$ cat src/pkg/crf_pkg.sv
/*
  Package for the CPU register file and condition flags.
  Assumes a single clock domain and the execution datapath outside.
*/
package crf_pkg;

  // ==========================================================
  // Widths and positions
  localparam int GPR_COUNT     = 8;
  localparam int GPR_WIDTH     = 32;
  localparam int PC_WIDTH      = 24;
  localparam int FLAGS_WIDTH   = 8;
  localparam logic [2:0] STACK_GPR_IDX = 3'h7;

  localparam int FLAG_MASK_POS  = 7;
  localparam int FLAG_SPARE6    = 6;
  localparam int FLAG_HALF_POS  = 5;
  localparam int FLAG_SPARE4    = 4;
  localparam int FLAG_NEG_POS   = 3;
  localparam int FLAG_ZERO_POS  = 2;
  localparam int FLAG_OVF_POS   = 1;
  localparam int FLAG_CARRY_POS = 0;

  // Half-carry bit positions per size
  localparam int HC_BYTE_BIT = 3;
  localparam int HC_WORD_BIT = 11;
  localparam int HC_LONG_BIT = 27;

  // ==========================================================
  // Reset values (only the mask bit is set)
  localparam logic [7:0]  FLAGS_RESET = 8'h80;
  localparam logic [23:0] PC_RESET    = 24'h000000;
  localparam logic [31:0] GPR_RESET   = 32'h00000000;

  // ==========================================================
  // Access sizes, selected per operation
  typedef enum logic [3:0] {
    SZ_LONG  = 4'h1,
    SZ_EXT   = 4'h2,
    SZ_LOW   = 4'h4,
    SZ_BYTE  = 4'h8
  } crf_size_t;

  // Flag operations
  typedef enum logic [6:0] {
    FO_NONE  = 7'h01,
    FO_ARITH = 7'h02,
    FO_LOGIC = 7'h04,
    FO_LOAD  = 7'h08,
    FO_AND   = 7'h10,
    FO_OR    = 7'h20,
    FO_XOR   = 7'h40
  } crf_flag_op_t;

  // Register port: index, size, byte half (for SZ_BYTE, 1 = high)
  typedef struct packed {
    logic [2:0] idx;
    crf_size_t  size;
    logic       hi_byte;
  } crf_sel_t;

  // Arithmetic result from the datapath
  typedef struct packed {
    logic [31:0] result;
    crf_size_t   size;
    logic        overflow;
    logic        carry;
    logic [31:0] carry_vec;
  } crf_alu_t;

endpackage : crf_pkg

$ cat src/core/crf_regs.sv
/*
  Programmer-visible register state of the CPU core: eight general
  registers with part access, program counter and condition flags.
  Assumes the execution datapath and exception logic drive the ports.
*/
// Summary of operation
// - Eight identical 32-bit general registers
// - Each splits into extended and lower halves
// - Lower half splits into high, low bytes
// - Access width chosen per operation
// - Register seven doubles as stack pointer
// - 24-bit program counter holds next address
// - Fetch address forces bit zero low
// - Reset sequence loads program counter vector
// - Reset sets mask bit and clears the others
// - Mask blocks interrupts except non-maskable
// - Every exception sequence sets mask bit
// - Bits six and four are user bits
// - Byte half-carry from bit three
// - Word half-carry from bit eleven
// - Long half-carry from bit twenty-seven
// - Negative flag takes result sign bit
// - Flags load, store, and, or, xor
// - Branch logic sees N, Z, V, C
// - Zero flag set on zero result
// - Overflow flag follows arithmetic overflow
// - Carry flag: carry, borrow, shifted bit
`timescale 1ns/10ps
module crf_regs
  import crf_pkg::*;
(
  // Clock and reset
  input  wire logic         clk,
  input  wire logic         nrst,
  // General register write
  input  wire logic         gpr_wr_en,
  input  crf_sel_t          gpr_wr_sel,
  input  wire logic [31:0]  gpr_wr_data,
  // General register read
  input  crf_sel_t          gpr_rd_sel,
  output logic [31:0]       gpr_rd_data,
  output logic [31:0]       stack_holding_gpr,
  // Program counter
  input  wire logic         pc_load,
  input  wire logic [23:0]  pc_load_val,
  input  wire logic         vector_load,
  input  wire logic [23:0]  vector_val,
  output logic [23:0]       pc,
  output logic [23:0]       fetch_addr,
  // Exceptions and interrupts
  input  wire logic         exc_start,
  input  wire logic         irq_req,
  input  wire logic         nmi_req,
  output logic              irq_accept,
  output logic              nmi_accept,
  // Condition flags
  input  crf_flag_op_t      flag_op,
  input  wire logic [7:0]   flag_imm,
  input  crf_alu_t          alu,
  output logic [7:0]        condition_flags,
  output logic [3:0]        branch_flags
);

  // ==========================================================
  // General registers
  logic [31:0] wr_mask;
  logic [31:0] wr_data;
  logic [31:0] rd_word;
  crf_sel_t    rd_sel_q;

  function automatic logic [31:0] part_mask(crf_sel_t s);
    logic [31:0] m;
    m = 32'h00000000;
    unique case (s.size)
      SZ_LONG: m = 32'hffffffff;
      SZ_EXT:  m = 32'hffff0000;
      SZ_LOW:  m = 32'h0000ffff;
      SZ_BYTE: m = s.hi_byte ? 32'h0000ff00 : 32'h000000ff;
      default: m = 32'h00000000;
    endcase
    return m;
  endfunction : part_mask

  // Write data aligned to the selected part
  always_comb begin
    wr_mask = part_mask(gpr_wr_sel);
    unique case (gpr_wr_sel.size)
      SZ_EXT:  wr_data = {gpr_wr_data[15:0], 16'h0000};
      SZ_BYTE: wr_data = {16'h0000, gpr_wr_data[7:0],
                          gpr_wr_data[7:0]};
      default: wr_data = gpr_wr_data;
    endcase
  end

  crf_gpr_bank #(
    .COUNT (GPR_COUNT)
  ) u_bank (
    .clk        (clk),
    .nrst       (nrst),
    .wr_en      (gpr_wr_en),
    .wr_idx     (gpr_wr_sel.idx),
    .wr_mask    (wr_mask),
    .wr_data    (wr_data),
    .rd_idx     (gpr_rd_sel.idx),
    .rd_word    (rd_word),
    .stack_word (stack_holding_gpr)
  );

  always_ff @(posedge clk or negedge nrst) begin
    if (!nrst)
      rd_sel_q <= '{idx: 3'h0, size: SZ_LONG, hi_byte: 1'b0};
    else
      rd_sel_q <= gpr_rd_sel;
  end

  // Read part right-aligned
  always_comb begin
    unique case (rd_sel_q.size)
      SZ_EXT:  gpr_rd_data = {16'h0000, rd_word[31:16]};
      SZ_LOW:  gpr_rd_data = {16'h0000, rd_word[15:0]};
      SZ_BYTE: gpr_rd_data = rd_sel_q.hi_byte ?
                 {24'h000000, rd_word[15:8]} :
                 {24'h000000, rd_word[7:0]};
      default: gpr_rd_data = rd_word;
    endcase
  end

  // ==========================================================
  // Program counter
  logic [23:0] next_pc;

  always_comb begin
    next_pc = pc;
    if (vector_load)
      next_pc = vector_val;
    else if (pc_load)
      next_pc = pc_load_val;
  end

  always_ff @(posedge clk or negedge nrst) begin
    if (!nrst)
      pc <= PC_RESET;
    else
      pc <= next_pc;
  end

  assign fetch_addr = {pc[23:1], 1'b0};

  // ==========================================================
  // Condition flags
  logic [7:0] next_flags;
  logic       h_f;
  logic       n_f;
  logic       z_f;
  logic       v_f;
  logic       c_f;

  crf_flag_calc u_calc (
    .alu        (alu),
    .half_flag  (h_f),
    .neg_flag   (n_f),
    .zero_flag  (z_f),
    .ovf_flag   (v_f),
    .carry_flag (c_f)
  );

  always_comb begin
    next_flags = condition_flags;
    unique case (flag_op)
      FO_NONE:  next_flags = condition_flags;
      FO_ARITH: begin
        next_flags[FLAG_HALF_POS]  = h_f;
        next_flags[FLAG_NEG_POS]   = n_f;
        next_flags[FLAG_ZERO_POS]  = z_f;
        next_flags[FLAG_OVF_POS]   = v_f;
        next_flags[FLAG_CARRY_POS] = c_f;
      end
      FO_LOGIC: begin
        next_flags[FLAG_NEG_POS]  = n_f;
        next_flags[FLAG_ZERO_POS] = z_f;
        next_flags[FLAG_OVF_POS]  = 1'b0;
      end
      FO_LOAD:  next_flags = flag_imm;
      FO_AND:   next_flags = condition_flags & flag_imm;
      FO_OR:    next_flags = condition_flags | flag_imm;
      FO_XOR:   next_flags = condition_flags ^ flag_imm;
      default:  next_flags = condition_flags;
    endcase
    if (exc_start)
      next_flags[FLAG_MASK_POS] = 1'b1;
  end

  always_ff @(posedge clk or negedge nrst) begin
    if (!nrst)
      condition_flags <= FLAGS_RESET;
    else
      condition_flags <= next_flags;
  end

  assign branch_flags = condition_flags[3:0];
  assign irq_accept = irq_req && !condition_flags[FLAG_MASK_POS];
  assign nmi_accept = nmi_req;

  // ==========================================================
  // Checks
  property p_reset_mask;
    @(posedge clk) $rose(nrst) |-> condition_flags[FLAG_MASK_POS];
  endproperty
  a_reset_mask: assert property (p_reset_mask)
    else $error("Mask bit not set after reset");

  property p_exc_mask;
    @(posedge clk) disable iff (!nrst)
      exc_start |=> condition_flags[FLAG_MASK_POS];
  endproperty
  a_exc_mask: assert property (p_exc_mask)
    else $error("Mask bit not set by exception");

  property p_irq_block;
    @(posedge clk) disable iff (!nrst)
      condition_flags[FLAG_MASK_POS] |-> !irq_accept;
  endproperty
  a_irq_block: assert property (p_irq_block)
    else $error("Interrupt accepted while masked");

  property p_nmi;
    @(posedge clk) disable iff (!nrst) nmi_req |-> nmi_accept;
  endproperty
  a_nmi: assert property (p_nmi)
    else $error("Non-maskable request refused");

  property p_fetch_even;
    @(posedge clk) disable iff (!nrst)
      !fetch_addr[0] && fetch_addr[23:1] == pc[23:1];
  endproperty
  a_fetch_even: assert property (p_fetch_even)
    else $error("Fetch address bit zero not forced");

  property p_vector;
    @(posedge clk) disable iff (!nrst)
      vector_load |=> pc == $past(vector_val);
  endproperty
  a_vector: assert property (p_vector)
    else $error("Vector not loaded into counter");

  property p_pc_hold;
    @(posedge clk) disable iff (!nrst)
      !vector_load && !pc_load |=> $stable(pc);
  endproperty
  a_pc_hold: assert property (p_pc_hold)
    else $error("Counter changed without load");

  property p_and_op;
    @(posedge clk) disable iff (!nrst)
      flag_op == FO_AND && !exc_start |=>
        condition_flags == ($past(condition_flags) & $past(flag_imm));
  endproperty
  a_and_op: assert property (p_and_op)
    else $error("Flag AND result wrong");

  property p_byte_write;
    @(posedge clk) disable iff (!nrst)
      gpr_wr_en && gpr_wr_sel.size == SZ_BYTE && !gpr_wr_sel.hi_byte
      && gpr_rd_sel.idx == gpr_wr_sel.idx |=>
        rd_word[31:8] == $past(u_bank.mem[gpr_wr_sel.idx][31:8]);
  endproperty
  a_byte_write: assert property (p_byte_write)
    else $error("Byte write disturbed other bits");

  property p_branch;
    @(posedge clk) disable iff (!nrst)
      branch_flags == condition_flags[FLAG_NEG_POS:FLAG_CARRY_POS];
  endproperty
  a_branch: assert property (p_branch)
    else $error("Branch flags differ from register");

  property p_load_op;
    @(posedge clk) disable iff (!nrst)
      flag_op == FO_LOAD && !exc_start |=>
        condition_flags == $past(flag_imm);
  endproperty
  a_load_op: assert property (p_load_op)
    else $error("Flag load result wrong");

  property p_user_keep;
    @(posedge clk) disable iff (!nrst)
      flag_op == FO_ARITH || flag_op == FO_LOGIC |=>
        $stable(condition_flags[FLAG_SPARE6]) &&
        $stable(condition_flags[FLAG_SPARE4]);
  endproperty
  a_user_keep: assert property (p_user_keep)
    else $error("User bit changed by arithmetic");

  property p_half_byte;
    @(posedge clk) disable iff (!nrst)
      flag_op == FO_ARITH && alu.size == SZ_BYTE |=>
        condition_flags[FLAG_HALF_POS] ==
        $past(alu.carry_vec[HC_BYTE_BIT]);
  endproperty
  a_half_byte: assert property (p_half_byte)
    else $error("Byte half-carry wrong");

  property p_half_word;
    @(posedge clk) disable iff (!nrst)
      flag_op == FO_ARITH && alu.size == SZ_LOW |=>
        condition_flags[FLAG_HALF_POS] ==
        $past(alu.carry_vec[HC_WORD_BIT]);
  endproperty
  a_half_word: assert property (p_half_word)
    else $error("Word half-carry wrong");

  property p_logic_ovf;
    @(posedge clk) disable iff (!nrst)
      flag_op == FO_LOGIC |=> !condition_flags[FLAG_OVF_POS];
  endproperty
  a_logic_ovf: assert property (p_logic_ovf)
    else $error("Overflow flag set by logic result");

endmodule : crf_regs

$ cat src/core/crf_gpr_bank.sv
/*
  Bank of eight 32-bit general registers with part writes.
  Assumes a synchronous write port; read is registered.
*/
`timescale 1ns/10ps
module crf_gpr_bank
  import crf_pkg::*;
#(
  parameter int COUNT = GPR_COUNT
) (
  // Clock and reset
  input  wire logic        clk,
  input  wire logic        nrst,
  // Write port
  input  wire logic        wr_en,
  input  wire logic [2:0]  wr_idx,
  input  wire logic [31:0] wr_mask,
  input  wire logic [31:0] wr_data,
  // Read port
  input  wire logic [2:0]  rd_idx,
  output logic [31:0]      rd_word,
  // Stack holding register
  output logic [31:0]      stack_word
);

  logic [31:0] mem [COUNT];
  logic [31:0] next_mem [COUNT];
  logic [31:0] next_rd_word;

  // ==========================================================
  // Masked update
  always_comb begin
    for (int i = 0; i < COUNT; i++) begin
      next_mem[i] = mem[i];
      if (wr_en && wr_idx == 3'(i))
        next_mem[i] = (mem[i] & ~wr_mask) | (wr_data & wr_mask);
    end
    next_rd_word = next_mem[rd_idx];
  end

  always_ff @(posedge clk or negedge nrst) begin
    if (!nrst) begin
      for (int i = 0; i < COUNT; i++)
        mem[i] <= GPR_RESET;
      rd_word <= GPR_RESET;
    end else begin
      for (int i = 0; i < COUNT; i++)
        mem[i] <= next_mem[i];
      rd_word <= next_rd_word;
    end
  end

  assign stack_word = mem[STACK_GPR_IDX];

endmodule : crf_gpr_bank

$ cat src/core/crf_flag_calc.sv
/*
  Arithmetic flag computation from a datapath result.
  Assumes the datapath supplies per-bit carries of the operation.
*/
`timescale 1ns/10ps
module crf_flag_calc
  import crf_pkg::*;
(
  // Arithmetic result
  input  crf_alu_t   alu,
  // Flags out
  output logic       half_flag,
  output logic       neg_flag,
  output logic       zero_flag,
  output logic       ovf_flag,
  output logic       carry_flag
);

  always_comb begin
    half_flag  = 1'b0;
    neg_flag   = 1'b0;
    zero_flag  = 1'b0;
    unique case (alu.size)
      SZ_LONG, SZ_EXT: begin
        half_flag = alu.carry_vec[HC_LONG_BIT];
        neg_flag  = alu.result[31];
        zero_flag = (alu.result == 32'h00000000);
      end
      SZ_LOW: begin
        half_flag = alu.carry_vec[HC_WORD_BIT];
        neg_flag  = alu.result[15];
        zero_flag = (alu.result[15:0] == 16'h0000);
      end
      SZ_BYTE: begin
        half_flag = alu.carry_vec[HC_BYTE_BIT];
        neg_flag  = alu.result[7];
        zero_flag = (alu.result[7:0] == 8'h00);
      end
      default: ;
    endcase
    ovf_flag   = alu.overflow;
    carry_flag = alu.carry;
  end

endmodule : crf_flag_calc

$ cat config.mk
export PLATFORM = sky130hd
export DESIGN_NAME = crf_regs
export DESIGN_NICKNAME = d
export VERILOG_FILES = /design/src/pkg/crf_pkg.sv /design/src/core/crf_regs.sv /design/src/core/crf_gpr_bank.sv /design/src/core/crf_flag_calc.sv
export SDC_FILE = /design/constraint.sdc
export NUM_CORES = 1
export LEC_CHECK = 0
export BUFFER_PORTS_ARGS = -buffer_cell sky130_fd_sc_hd__buf_4
export CAP_MARGIN = 20
export CELL_PAD_IN_SITES_DETAIL_PLACEMENT = 0
export CELL_PAD_IN_SITES_GLOBAL_PLACEMENT = 1
export CORE_ASPECT_RATIO = 0.7
export CORE_MARGIN = 10
export CORE_UTILIZATION = 46
export CTS_CLUSTER_SIZE = 8
export DETAILED_ROUTE_END_ITERATION = 6
export PLACE_DENSITY = 0.95
export SLEW_MARGIN = 20
export SYNTH_ARGS = -nofsm -noshare
export SYNTH_HDL_FRONTEND = slang
export SYNTH_SLANG_ARGS = --single-unit
$ cat constraint.sdc
create_clock -name clk -period 4.5 [get_ports clk]
set_input_delay 0.225 -clock clk [delete_from_list [all_inputs] [get_ports clk]]
set_output_delay 0.225 -clock clk [all_outputs]
set_load 0.05 [all_outputs]
# Yosys cells after proc, flatten, opt, wreduce, memory -nomap -nowiden
# Index checks and enable logic that the tools add are counted.
# W data, S select, Z words.
# op_classes
n_lt_le_gt_ge	1
eq_ne	24
n_mux	27
bitwise_logic	22
reduce_logical	20
# op_table
op	n
$mux W32	10
$and A32 B32 Y32	9
$or A32 B32 Y32	8
$pmux W32 S4	1
$bmux W32 S3	1
$pmux W32 S3	1
$pmux W32 S2	1
$mux W24	2
$logic_not A32 Y1	1
$not A32 Y32	1
$pmux W3 S6	1
$logic_not A16 Y1	1
$mux W16	1
$eq A3 B3 Y1 const B	4
$eq A4 B2 Y1 const B	3
$eq A4 B3 Y1 const B	3
$eq A4 B4 Y1 const B	3
$pmux W1 S5	2
$reduce_bool A5 Y1	2
$logic_and A1 B1 Y1	9
$pmux W1 S3	3
$and A8 B8 Y8	1
$eq A4 B1 Y1 const B	2
$logic_not A8 Y1	1
other kinds (22)	23
# word_totals
regBits	325
in_bits	189
output_inout_bits	126
wordCells	110

# Depth between registers and ports, before layout
# Gate-level depths: netlist of the first run.
# depth
ltp_word	9
ltp_mapped	10
ltp_nobuf	7

# Modules after synthesis
# From an unflattened synthesis of the first run, not the netlist that was laid out.
# unflattened
hier_cells	2145
area_unflattened_um2	20397.1
# modules_own_cells
module	instances	cells_each	area_each_um2	seq_area_each_um2
crf_gpr_bank	1	1755	17020.1	7206.9
crf_regs	1	366	3215.6	928.4
crf_flag_calc	1	24	161.4	0.0

# Least setup slack after synthesis of the first run
# OpenSTA, ideal clock, no wires.
# synth_timing
path_type	in2reg
startpoint	input gpr_wr_sel[6] (netlist name)
endpoint	register u_bank.rd_word[0]
setup_ps	124
t_arrival_ps	2338
required_time_ps	4376
setup_slack_ps	2038
stages	6
n_path_buf	1
cell_sequence	or4b_1 > clkbuf_1 > nor2_1 > mux2_2 > mux4_2 > o31a_1
# synth_rtl
element	line	source
from (decl)	crf_regs.sv:37	input crf_sel_t gpr_wr_sel,
to (signal assigned)	crf_gpr_bank.sv:49	rd_word <= next_rd_word;
to (decl)	crf_gpr_bank.sv:21	output logic [31:0] rd_word,

==> results, run 1 <==
- The flow ran to the end, but the final reports show violations.
- The checks that failed: DRC.
- The number of nets at the end of the flow is 2296.
- In the routed layout, each cell is associated on average with a via count of 6.239.
- The post-synthesis area per instance is 9.299 µm².
- After synthesis, the cell types taking the most area are sky130_fd_sc_hd__dfrtp_1, sky130_fd_sc_hd__o21ai_0, sky130_fd_sc_hd__a21oi_1.
- The post-route DRC violation count is 4.
- The number of endpoints with negative hold slack in the final report came to 0.
- In this run the critical register-to-register path is launched from u_bank.mem[79]$_DFF_PN0_.
- The synthesis-to-finish area growth is 22.36%.
- The number of buffers inserted by port buffering is 282.
- The arrival time of the worst setup path is 3.24 ns.
- The worst setup path is launched from an input port.
- The library cell used most frequently in the layout, excluding fill and tap cells, is sky130_fd_sc_hd__dfrtp_1.
- The die is around 250 µm wide.
- Yosys mapped the design onto between 80 and 90 distinct sky130hd cell types.
- TritonCTS built the clock tree.
- The proportion of netlist area held by the largest area contributor is 46.28%.
- The floorplan step defined a die boundary enclosing 46280 µm².
- The clock net sink count is about 330.
- The predominant post-synthesis flop cell is sky130_fd_sc_hd__dfrtp_1.
- Yosys printed 0 warnings.
- The maximum number of pins on one net before global-route repair is 140.
- The clock share of power is 33.1%.
- For this design the ratio of total power to cell area is 446.2 nW/µm².
- The number of synthesized flops with an enable pin is 0.
- The CTS H-tree depth is 2.
- The number of buffers created by CTS is between 40 and 50.
- The detail route stage leaves a number of antenna-violating nets equal to 0.
- The leakage power is slightly below 0.01 µW.
- The number of max-capacitance violations reported is 0.
- The highest clock rate is 354.9 MHz.
- The worst vdd rail ir drop is 0.2593 mV.
- The setup total negative slack is 0 ns.
- Synthesis produced 1878 cells.
- Setup repair after global routing left no endpoint under its margin.
- The buffers plus inverters on the worst setup path is 1.
- The top cell types in the final layout, fill and taps aside, are sky130_fd_sc_hd__dfrtp_1, sky130_fd_sc_hd__buf_4, sky130_fd_sc_hd__o21ai_0.
- The first-pass GRT wire length is approximately 95000 µm.
- The part of the Yosys area used for sequential elements is 46.58%.
- The family with the most delay on the worst path is simple AND/OR/NAND/NOR gates.
- The layout has 3238 filler cells.
- Once placement completed, the tool counted placed cells totaling roughly 2500.
- In the global route stage, overall resource usage came out at 26.11%.
- The top cell type by total area after synthesis is sky130_fd_sc_hd__dfrtp_1.
- The worst pin sits at a relative slew slack of 26.16%.
- The clock tree skew after final layout is approximately 0.015 ns.
- The initial standard-cell utilization of the core is between 40% and 50%.
- The number of primary I/O pins is 315.
- The net count after synthesis is 2083.
- The number of cells upsized or downsized after cts is 0.
- The classification of the worst setup path is input port to flop.
- In this run the critical register-to-register path is captured at u_bank.rd_word[15]$_DFF_PN0_.
- The actual transition at the worst max-transition pin is 1.105 ns.
- The routability congestion estimate from global placement is 0.9412.
- Clock latency on the worst-skew pair, taken at its later pin, is about 0.55 ns.
- After floorplanning, the core was divided into 59 placement rows.
- The class of the tightest hold or removal check is input port to flop.
- The net switching fraction of the power is 33.83%.
- In this design, the stage delay of the slowest critical-path cell is ~0.54 ns.
- Traced cell by cell, the critical path runs through buf_4 > nor3b_2 > o311a_4 > and2_1 > mux2_4 > mux4_2 > o31a_1.
- Once layout is complete, the cells apart from fillers number about 2600.
- The tree is rooted in a sky130_fd_sc_hd__clkbuf_16.
- The total count of max-transition violations in the final report is 0.
- The number of cells on the worst reg-to-reg path is 5.
- The synthesized netlist occupies a cell area of 17460 µm².
- The number of buffers between clock root and the deepest sink is 3.
- The overflow left after global routing is 0.
- The initial antenna violation count is 3.
- The slack of the worst reg-to-reg path is around 2.8 ns.
- The portion of total power attributed to sequential cells is between 30% and 40%.
- The number of hold buffers added after CTS is 56.
- The worst hold path terminates at pc[19]$_DFFE_PN0P_.
- The shortest clock period the worst path allows after layout is 2.817 ns.
- Post-CTS timing repair inserted 0 buffers for setup.
- The switching power of the nets is 3226 µW.
- The worst hold path passes through 3 cells.
- The total area inside the core boundary comes to approximately 37000 µm².
- The number of flip-flops and latches in the synthesized netlist is 325.
- Setup violations remaining at the end of the flow were counted as 0.
- The logic gate share of total power is 27.2%.
- Internal power comes to ~6300 µW.
- The detailed-router iteration count before antenna repair is 7.
- After clock tree synthesis, the clock-pin slew on the worst setup and hold paths is 0.05 ns.
- STA puts the critical path data required time at slightly below 5 ns.
- For this block, the initial DRC count from the detailed router was 1938.
- The beginning of the worst hold path is pc_load_val[19].
- After detailed routing, the total wire length is 62780 µm.
- After synthesis, the share of flip-flops with an asynchronous set or reset is 100.0%.
- The maximum net fanout on the critical path is 50.
- The worst setup path is captured at a flop.
- The slowest cell on the critical path is sky130_fd_sc_hd__and2_1.
- The half-perimeter wire length of the detailed placement result is 43510 µm.
- In the final routed layout, each cell accounts on average for 24.13 µm.
- The via total after detailed routing is 16230.
- The worst path uses 62.61% of the clock period.
- The via count of the first global-routing pass is about 16000.
- The die extent in y is 183.0 µm.
- In the final layout, the share of cells above drive strength 1 is around a fifth.
[worst register-to-register path, stage by stage (launching register included)]
cell and delay (ns):
sky130_fd_sc_hd__dfrtp_1 0.35, sky130_fd_sc_hd__nor2_1 0.05, sky130_fd_sc_hd__a221oi_1 0.31, sky130_fd_sc_hd__o211ai_1 0.15, sky130_fd_sc_hd__nand2_1 0.10, sky130_fd_sc_hd__a2bb2oi_1 0.55
[area by class of cell]
class / count / area (µm²) / share of cell area [%]
multi-input combinational: 1302 / 8185 / 38.30
sequential: 325 / 8135 / 38.07
timing repair buffer: 380 / 3033 / 14.19
clock buffer: 67 / 1251 / 5.855
tap: 488 / 610.6 / 2.857
inverter: 36 / 135.1 / 0.6324
clock inverter: 2 / 13.76 / 0.06441
antenna: 2 / 5.005 / 0.02342
[metrics by stage]
stage / setup slack, ns / total power (µW) / instance area [µm²] / util [%] / hold slack [ns]
3_3_place_gp: 1.291 / 6219 / 19490 / 52.19 / 0.3379
2_1_floorplan: 2.038 / 5526 / 17460 / - / -0.07059
4_1_cts: 1.654 / 9513 / 21320 / 57.08 / 0.002448
6_report: 1.683 / 9536 / 21370 / 57.21 / 0.01102
3_5_place_dp: 1.213 / 6314 / 19490 / 52.19 / 0.3360
5_1_grt: 1.585 / 9951 / 21370 / 57.20 / 0.03191
[power by group through the flow]
stage / clock network, µW / logic [µW] / registers [µW]
CTS: 3180 / 2560 / 3780
detailed placement: 0 / 2490 / 3820
global route: 3330 / 2780 / 3840
floorplan: 0 / 1680 / 3840
finish: 3160 / 2590 / 3790
global placement: 0 / 2430 / 3790
[worst max path at each step]
| stage | from | endpoint | slack (ns) | cells past startpoint |
|---|---|---|---|---|
| finish | gpr_wr_sel[4] | u_bank.rd_word[4]$_DFF_PN0_ | 1.68 | 7 |
| global route | gpr_wr_sel[4] | u_bank.rd_word[0]$_DFF_PN0_ | 1.58 | 7 |
| CTS | rd_sel_q[4]$_DFF_PN0_ | gpr_rd_data[5] | 1.65 | 4 |
| detailed placement | gpr_wr_sel[4] | u_bank.rd_word[4]$_DFF_PN0_ | 1.21 | 7 |
| global placement | gpr_wr_sel[4] | u_bank.rd_word[0]$_DFF_PN0_ | 1.29 | 7 |
| floorplan | gpr_wr_sel[6] | u_bank.rd_word[0]$_DFF_PN0_ | 2.04 | 6 |
[cell usage after synthesis (all sizes together), types with 32 or more instances]
cell type,n
nand3,70
clkbuf,105
and2,50
a211oi,63
dfrtp,323
a31oi,62
nor3b,34
a21oi,170
nand2b,36
nand2,144
inv,35
mux2,32
buf,110
o21ai,187
nor2,130
[logic make-up after synthesis]
kind of cell	after synthesis	share of synthesized area [%]
other cells	1	0.02147
buf+inv	251	7.000
xor+xnor	7	0.3941
flops	325	46.58
fa+ha+maj	16	1.146
compound gates	636	23.04
simple gates	576	17.52
mux	66	4.291
[sequential cells by signal (all words and copies together) (netlist names)]
name               count
u_bank.stack_word     32
pc                    24
u_bank.rd_word        32
u_bank.mem           224
rd_sel_q               5
condition_flags        8
[metal layers]
layer	share of wire (%)	routed length [µm]	track usage [%]
met5	0	0	0
met1	42	26390	35.76
met3	13	7984	9.449
met4	2.4	1519	6.920
met2	43	26890	38.37
No activity file was read; power rests on OpenSTA's default activity.
==> inputs of run 2 (changes only) <==
CORE_UTILIZATION = 39   (was 46)
PLACE_DENSITY = 0.89   (was 0.95)
clock period = 2.4 ns   (was 4.5 ns; I/O delays follow)
==> results, run 2 (synthesis results as in run 1) <==
- The remaining antenna violation count after routing was 0 (unchanged).
- The setup violation total in the final timing report is 0 (unchanged).
- The first-pass GRT wire length came to 101900 µm (+7.6%).
- The maximum single-stage delay on the critical path was 0.45 ns (-0.09 ns).
- The routability congestion estimate from global placement is 0.9341 (-0.75%).
- The die extent in y is 197.1 µm (+7.7%).
- The highest clock rate is approximately 440 MHz.
- The total count of max-transition violations in the final report was 0 (unchanged).
- The maximum number of pins on one net before global-route repair came to 70 (-50%).
- The required time at the worst-slack endpoint came to 2.28 ns (-2.65 ns).
- The actual transition at the worst max-transition pin is 0.7754 ns (-0.3295 ns).
- The detailed-router iteration count before antenna repair is 7 (unchanged).
- The share of the clock period used by the worst path after layout is 95.13%.
- The slack of the worst reg-to-reg path came to 0.48 ns (-2.33 ns).
- The half-perimeter wire length of the detailed placement result is 48880 µm (+12%).
- The worst vdd rail ir drop is 0.5561 mV (+110%).
- The worst path needs 2.283 ns of the cycle, external delays included.
- The initial antenna violation count is 2 (-1).
- The endpoint kind of the worst setup timing path is an output port.
- The post-detailed-route via-to-cell ratio is 5.917 (-5.2%).
- The DRC violation total after the first TritonRoute iteration is 2065 (+6.6%).
- The number of flip-flops in the largest register is 224 (unchanged).
- The number of buffers inserted by port buffering is 282 (unchanged).
- The clock tree from TritonCTS is done.
- The number of max-capacitance violations reported was 0 (unchanged).
- The insertion delay of the later-clocked pin in the worst-skew pair is 0.57 ns (+0.02 ns).
- The detailed-route wire length per cell is 23.03 µm (-4.6%).
- The power per cell area was 794.9 nW/µm² (+78%).
- The worst setup slack after placement was -0.1065 ns (-1.320 ns).
- The setup total negative slack was 0 ns (unchanged).
- The share of the core filled with cells in the final layout came to 52.72% (-4.5 points).
- The number of filler cells placed in the layout is 3886 (+20%).
- The CTS H-tree depth is 2 (unchanged).
- The clock tree skew after final layout is 0.01709 ns (+0.001809 ns).
- The overall fraction of global-route tracks in use is 24.02% (-2.1 points).
- The ratio of cells with drive above 1 in the final layout is 26.69% (+5.8 points).
- The leakage power came to 0.01074 µW (+10%).
- The flow ran to the end, and the final reports show no timing, DRC or antenna violations.
- The clock-pin slew on the worst setup and hold paths is 0.05 ns (about the same).
- The overflow left after global routing was 0 (unchanged).
- The total detailed-routing wirelength is 66850 µm (+6.5%).
- The number of rows created at floorplan was 64 (+8.5%).
- The number of buffers between clock root and the deepest sink is 3 (unchanged).
- The placeable core region was 43960 µm² (+18%).
- The tree is rooted in a sky130_fd_sc_hd__clkbuf_16.
- From synthesis to final layout, the design area changed by 32.71%.
- The overall die area is 53780 µm² (+16%).
- The signal on the critical path passes through mux2i_1 > nand2_1 > a222oi_1 > inv_1 > buf_4.
- The via total after detailed routing is 17180 (+5.8%).
- The post-route DRC violation count is 0 (-4).
- The most common cell after layout, fill and taps aside is sky130_fd_sc_hd__buf_4.
- The post-layout worst setup margin came to 0.1170 ns (-1.566 ns).
- The clock net sink count is 325 (unchanged).
- The initial standard-cell utilization of the core is 39.73% (-7.0 points).
- The slowest cell on the critical path is sky130_fd_sc_hd__dfrtp_1.
- By startpoint and endpoint, the worst setup path is classified as flop to output port.
- The number of primary I/O pins is 315 (unchanged).
- The number of endpoints with negative hold slack in the final report is 0 (unchanged).
- The register with the highest flop count is u_bank.mem.
- Setup repair after global routing left no endpoint under its margin.
- The top cell types in the final layout, fill and taps aside, are sky130_fd_sc_hd__buf_4, sky130_fd_sc_hd__dfrtp_1, sky130_fd_sc_hd__o21ai_0.
- The headroom to the max-slew limit is 47.76% (+22 points).
- The arrival time of the worst setup path is 2.16 ns (-1.08 ns).
- The maximum net fanout on the critical path is 8 (-84%).
- The number of nets at the end of the flow was 2489 (+8.4%).
- The number of buffers created by CTS is 46 (unchanged).
- The width of the die is 272.9 µm (+7.9%).
- The critical path launch point type is a flop.
- The class of the tightest hold or removal check is input port to flop.
- The via count of the first global-routing pass is 17040 (+7.5%).
-- run 2: report_power, final --
| group | switching (µW) | internal, µW | total (µW) | leakage, µW |
|---|---|---|---|---|
| clock network | 2430 | 3610 | 6040 | 0.000627 |
| registers | 577 | 6560 | 7140 | 0.00411 |
| logic | 3210 | 2030 | 5240 | 0.00601 |
-- run 2: metrics by stage --
step / std cells / hold slack, ns / area (µm²) / total power, µW
CTS: 2901 / 0.01716 / 23170 / 18450
finish: 2903 / 0.04050 / 23180 / 18420
floorplan: 1878 / -0.1756 / 17460 / 10360
global placement: 2756 / 0.1245 / 21130 / 12050
detailed placement: 2756 / 0.1304 / 21130 / 12240
global route: 2903 / 0.05188 / 23180 / 19260
-- run 2: cell type report --
type / count / area, µm² / area share [%]
multi-input cells: 1302 / 8167 / 35.24
well taps: 594 / 743.2 / 3.207
diodes: 1 / 2.502 / 0.01080
inverters: 36 / 135.1 / 0.5830
clock inverters: 2 / 28.78 / 0.1242
repair buffers: 573 / 4692 / 20.24
clock buffers: 70 / 1272 / 5.490
flip-flops and latches: 325 / 8137 / 35.11
-- run 2: layer usage --
metal	global-route usage, %	up-vias	routed length, µm	share of wire, %
met2	35.02	1022	28460	43
met5	2.267	-	145	0.22
met4	7.001	2	1654	2.5
met1	34.16	8429	28740	43
met3	6.289	124	7860	12
li1	-	7601	-	-
-- run 2: worst paths after layout --
check,cells after the start,start,endpoint
setup / recovery,5,rd_sel_q[2]$_DFF_PN0_,gpr_rd_data[1]
hold / removal,4,gpr_wr_data[25],u_bank.mem[217]$_DFF_PN0_
setup reg to reg,5,condition_flags[7]$_DFFE_PN1P_,condition_flags[7]$_DFFE_PN1P_
hold reg to reg,1,u_bank.mem[199]$_DFF_PN0_,u_bank.mem[199]$_DFF_PN0_
max in group asynchronous,3,nrst,pc[7]$_DFFE_PN0P_
min in group asynchronous,2,nrst,u_bank.mem[89]$_DFF_PN0_
-- run 2: what timing repair did --
| item | in CTS | in global routing |
|---|---|---|
| setup endpoints to repair | 0 | 18 |
| hold endpoints to repair | 167 | 0 |
| setup buffers | 0 | 1 |
| hold buffers | 73 | 0 |
| gates resized for setup | 0 | 1 |
-- run 2: critical path, delay by kind of cell, from the launching register on --
family                 cells  cell delay [ns]
DFF                        1             0.45
AOI/OAI and AO/OA          1             0.42
buffers and inverters      2             0.31
muxes                      1             0.23
and+or+nand+nor            1             0.20
==> inputs of run 3 (changes only) <==
CORE_UTILIZATION = 40   (was 39)
CTS_BUF_LIST = sky130_fd_sc_hd__clkbuf_8   (was not set)
PLACE_DENSITY = 0.91   (was 0.89)
RECOVER_POWER = 25   (was not set)
==> results, run 3 (synthesis results as in run 1) <==
- The flow ran to the end, but the final reports show violations.
- The final reports fail on capacitance limit, slew limit.
- The post-route DRC violation count is 0 (unchanged).
- The synthesis-to-finish area growth is 35.17%.
- The number of buffers between clock root and the deepest sink is 3 (unchanged).
- The leakage power was 0.01096 µW (+2.0%).
- The routability congestion estimate from global placement was 0.9327 (-0.15%).
- The required time at the worst-slack endpoint is 2.28 ns (about the same).
- The overflow left after global routing is 0 (unchanged).
- The number of primary I/O pins is 315 (unchanged).
- The classification of the worst setup path is flop to output port.
- The initial standard-cell utilization of the core is 40.88% (+1.2 points).
- The power per cell area was 743.3 nW/µm² (-6.5%).
- The clock tree skew after final layout is 0.06094 ns (+0.04385 ns).
- The initial antenna violation count is 4 (+2).
- The clock net sink count is 325 (unchanged).
- The slowest cell on the critical path is sky130_fd_sc_hd__a222oi_1.
- The worst setup path is launched from a flop.
- The placed instance count is 2743 (-0.47%).
- The clock-pin slew on the worst setup and hold paths was 0.06 ns (about the same).
- The setup violation total in the final timing report came to 0 (unchanged).
- The total count of max-transition violations in the final report is 51 (+51).
- TritonCTS built the clock tree.
- The most prevalent standard cell on the critical path is sky130_fd_sc_hd__nand2_2.
- The DRC violation total after the first TritonRoute iteration is 1880 (-9.0%).
- The total power consumption of the routed design is 17550 µW (-4.8%).
- The actual transition at the worst max-transition pin came to 1.635 ns (+0.8593 ns).
- The highest clock rate is 436.5 MHz (-0.34%).
- The die extent in y is 194.8 µm (-1.1%).
- The total detailed-routing wirelength was 66220 µm (-0.95%).
- The library cell used most frequently in the layout, excluding fill and tap cells, is sky130_fd_sc_hd__buf_4.
- The cell area after layout was 23610 µm² (+1.9%).
- The overall die area is 52550 µm² (-2.3%).
- The remaining antenna violation count after routing is 0 (unchanged).
- The placeable core region was 42720 µm² (-2.8%).
- The width of the die came to 269.7 µm (-1.2%).
- Setup repair after global routing could not meet its margin everywhere.
- The class of the tightest hold or removal check is input port to flop.
- The first-pass GRT wire length is 101400 µm (-0.43%).
- The number of buffers created by CTS was 53 (+15%).
- The maximum net fanout on the critical path came to 8 (unchanged).
- The detailed-route wire length per cell is 22.27 µm (-3.3%).
- The number of rows created at floorplan came to 63 (-1.6%).
- The number of nets at the end of the flow is 2548 (+2.4%).
- The tree is rooted in a sky130_fd_sc_hd__clkbuf_8.
- The signal on the critical path passes through nand2_2 > mux2i_1 > nand2_2 > a222oi_1 > inv_1 > buf_6.
- The shortest clock period the worst path allows after layout is 2.291 ns (+0.007849 ns).
- The post-detailed-route via-to-cell ratio came to 5.811 (-1.8%).
- The ratio of cells with drive above 1 in the final layout was 26.76% (+0.072 points).
- The final standard cell count with taps included and fillers excluded came to 2973 (+2.4%).
- The standard cell area after detailed placement is 21190 µm² (+0.28%).
- The CTS H-tree depth is 2 (unchanged).
- The number of endpoints with negative hold slack in the final report is 0 (unchanged).
- The number of max-capacitance violations reported is 1 (+1).
- The headroom to the max-slew limit is -8.981% (-57 points).
- The slack of the worst reg-to-reg path is 0.37 ns (-0.11 ns).
- The maximum number of pins on one net before global-route repair is 81 (+16%).
- The arrival time of the worst setup path is 2.17 ns (about the same).
- The number of flip-flops in the largest register came to 224 (unchanged).
- The number of filler cells placed in the layout came to 3748 (-3.6%).
- The share of the clock period used by the worst path after layout came to 95.45% (+0.33 points).
- The endpoint kind of the worst setup timing path is an output port.
- The library cells used most frequently in the layout, excluding fill and tap cells, are sky130_fd_sc_hd__buf_4, sky130_fd_sc_hd__dfrtp_1, sky130_fd_sc_hd__o21ai_0.
- The detailed-router iteration count before antenna repair is 6 (-1).
- The maximum single-stage delay on the critical path came to 0.48 ns (+0.03 ns).
- The insertion delay of the later-clocked pin in the worst-skew pair is 0.64 ns (+0.07 ns).
- The half-perimeter wire length of the detailed placement result is 47090 µm (-3.7%).
- The via total after detailed routing is 17280 (+0.57%).
- The register with the highest flop count is u_bank.mem.
- The worst vdd rail ir drop is 0.4489 mV (-19%).
- The via count of the first global-routing pass was 17270 (+1.3%).
- The overall fraction of global-route tracks in use is 24.12% (+0.10 points).
- The number of buffers inserted by port buffering was 282 (unchanged).
- The smallest hold slack came to 0.04387 ns (+0.003372 ns).
run 3: cell count changes in the layout (fill, tap and decap cells not counted), sizes merged:
cell | previous run | this run
dlygate4sd3 | 73 | 127
inv | 37 | 59
buf | 500 | 489
clkbuf | 70 | 77
diode | 1 | 4
bufinv | 0 | 2
clkinv | 1 | 2
clkinvlp | 0 | 1
run 3: power breakdown:
part | leakage [µW] | internal [µW] | switching (µW)
Sequential | 0.00410 | 6550 | 562
Clock | 0.000650 | 2760 | 2380
Combinational | 0.00621 | 2080 | 3220
Total | 0.0110 | 11400 | 6160
run 3: final cells by class:
class	instances	area [µm²]	area share (%)
inverter	36	135.1	0.5724
clock buffer	68	935.9	3.965
antenna	4	10.01	0.04240
multi-input combinational	1302	8167	34.59
sequential	325	8138	34.47
clock inverter	28	180.2	0.7632
tap	585	732.0	3.101
timing repair buffer	625	5309	22.49
run 3: path summary, 6_finish.rpt:
check,startpoint,cells past startpoint,to
setup / recovery,rd_sel_q[4]$_DFF_PN0_,6,gpr_rd_data[2]
hold / removal,alu[69],5,condition_flags[3]$_DFFE_PN0P_
setup reg to reg,condition_flags[1]$_DFFE_PN0P_,7,condition_flags[1]$_DFFE_PN0P_
hold reg to reg,u_bank.mem[195]$_DFF_PN0_,1,u_bank.mem[195]$_DFF_PN0_
max in group asynchronous,nrst,3,u_bank.rd_word[0]$_DFF_PN0_
min in group asynchronous,nrst,2,u_bank.mem[61]$_DFF_PN0_
run 3: layer usage:
metal  vias to the layer above  track usage (%)  part of all wire (%)
li1                       7725                -                     -
met2                       972            36.57                    44
met1                      8457            32.99                    42
met3                       122            7.076                    11
met5                         -                0                     0
met4                         0            6.512                   2.2
run 3: timing repair:
item / 4_1_cts / 5_1_grt
cloned: 0 / 0
hold endpoints to repair: 451 / 0
gates resized for setup: 0 / 8
endpoints found under the setup margin: 17 / 9
setup buffers: 1 / 2
pin swaps: 2 / 4
hold buffers: 127 / 0
run 3: through the flow:
| stage | setup slack, ns | utilization (%) | setup TNS [ns] |
|---|---|---|---|
| final | 0.1091 | 55.25 | 0 |
| after global routing | -0.05893 | 55.24 | -0.08749 |
| after CTS | 0.01210 | 55.21 | 0 |
| after detailed placement | -0.2141 | 49.60 | -1.202 |
| after global placement | -0.1908 | 49.60 | -0.9213 |
| after floorplan | 0.04348 | - | 0 |
run 3: critical path: cells and delay by family, from the launching register on:
| kind | cells | cell delay [ns] |
|---|---|---|
| AO/OA/AOI/OAI | 1 | 0.48 |
| flip-flops | 1 | 0.43 |
| buffers and inverters | 2 | 0.27 |
| multiplexers | 1 | 0.15 |
| AND/OR/NAND/NOR | 2 | 0.20 |
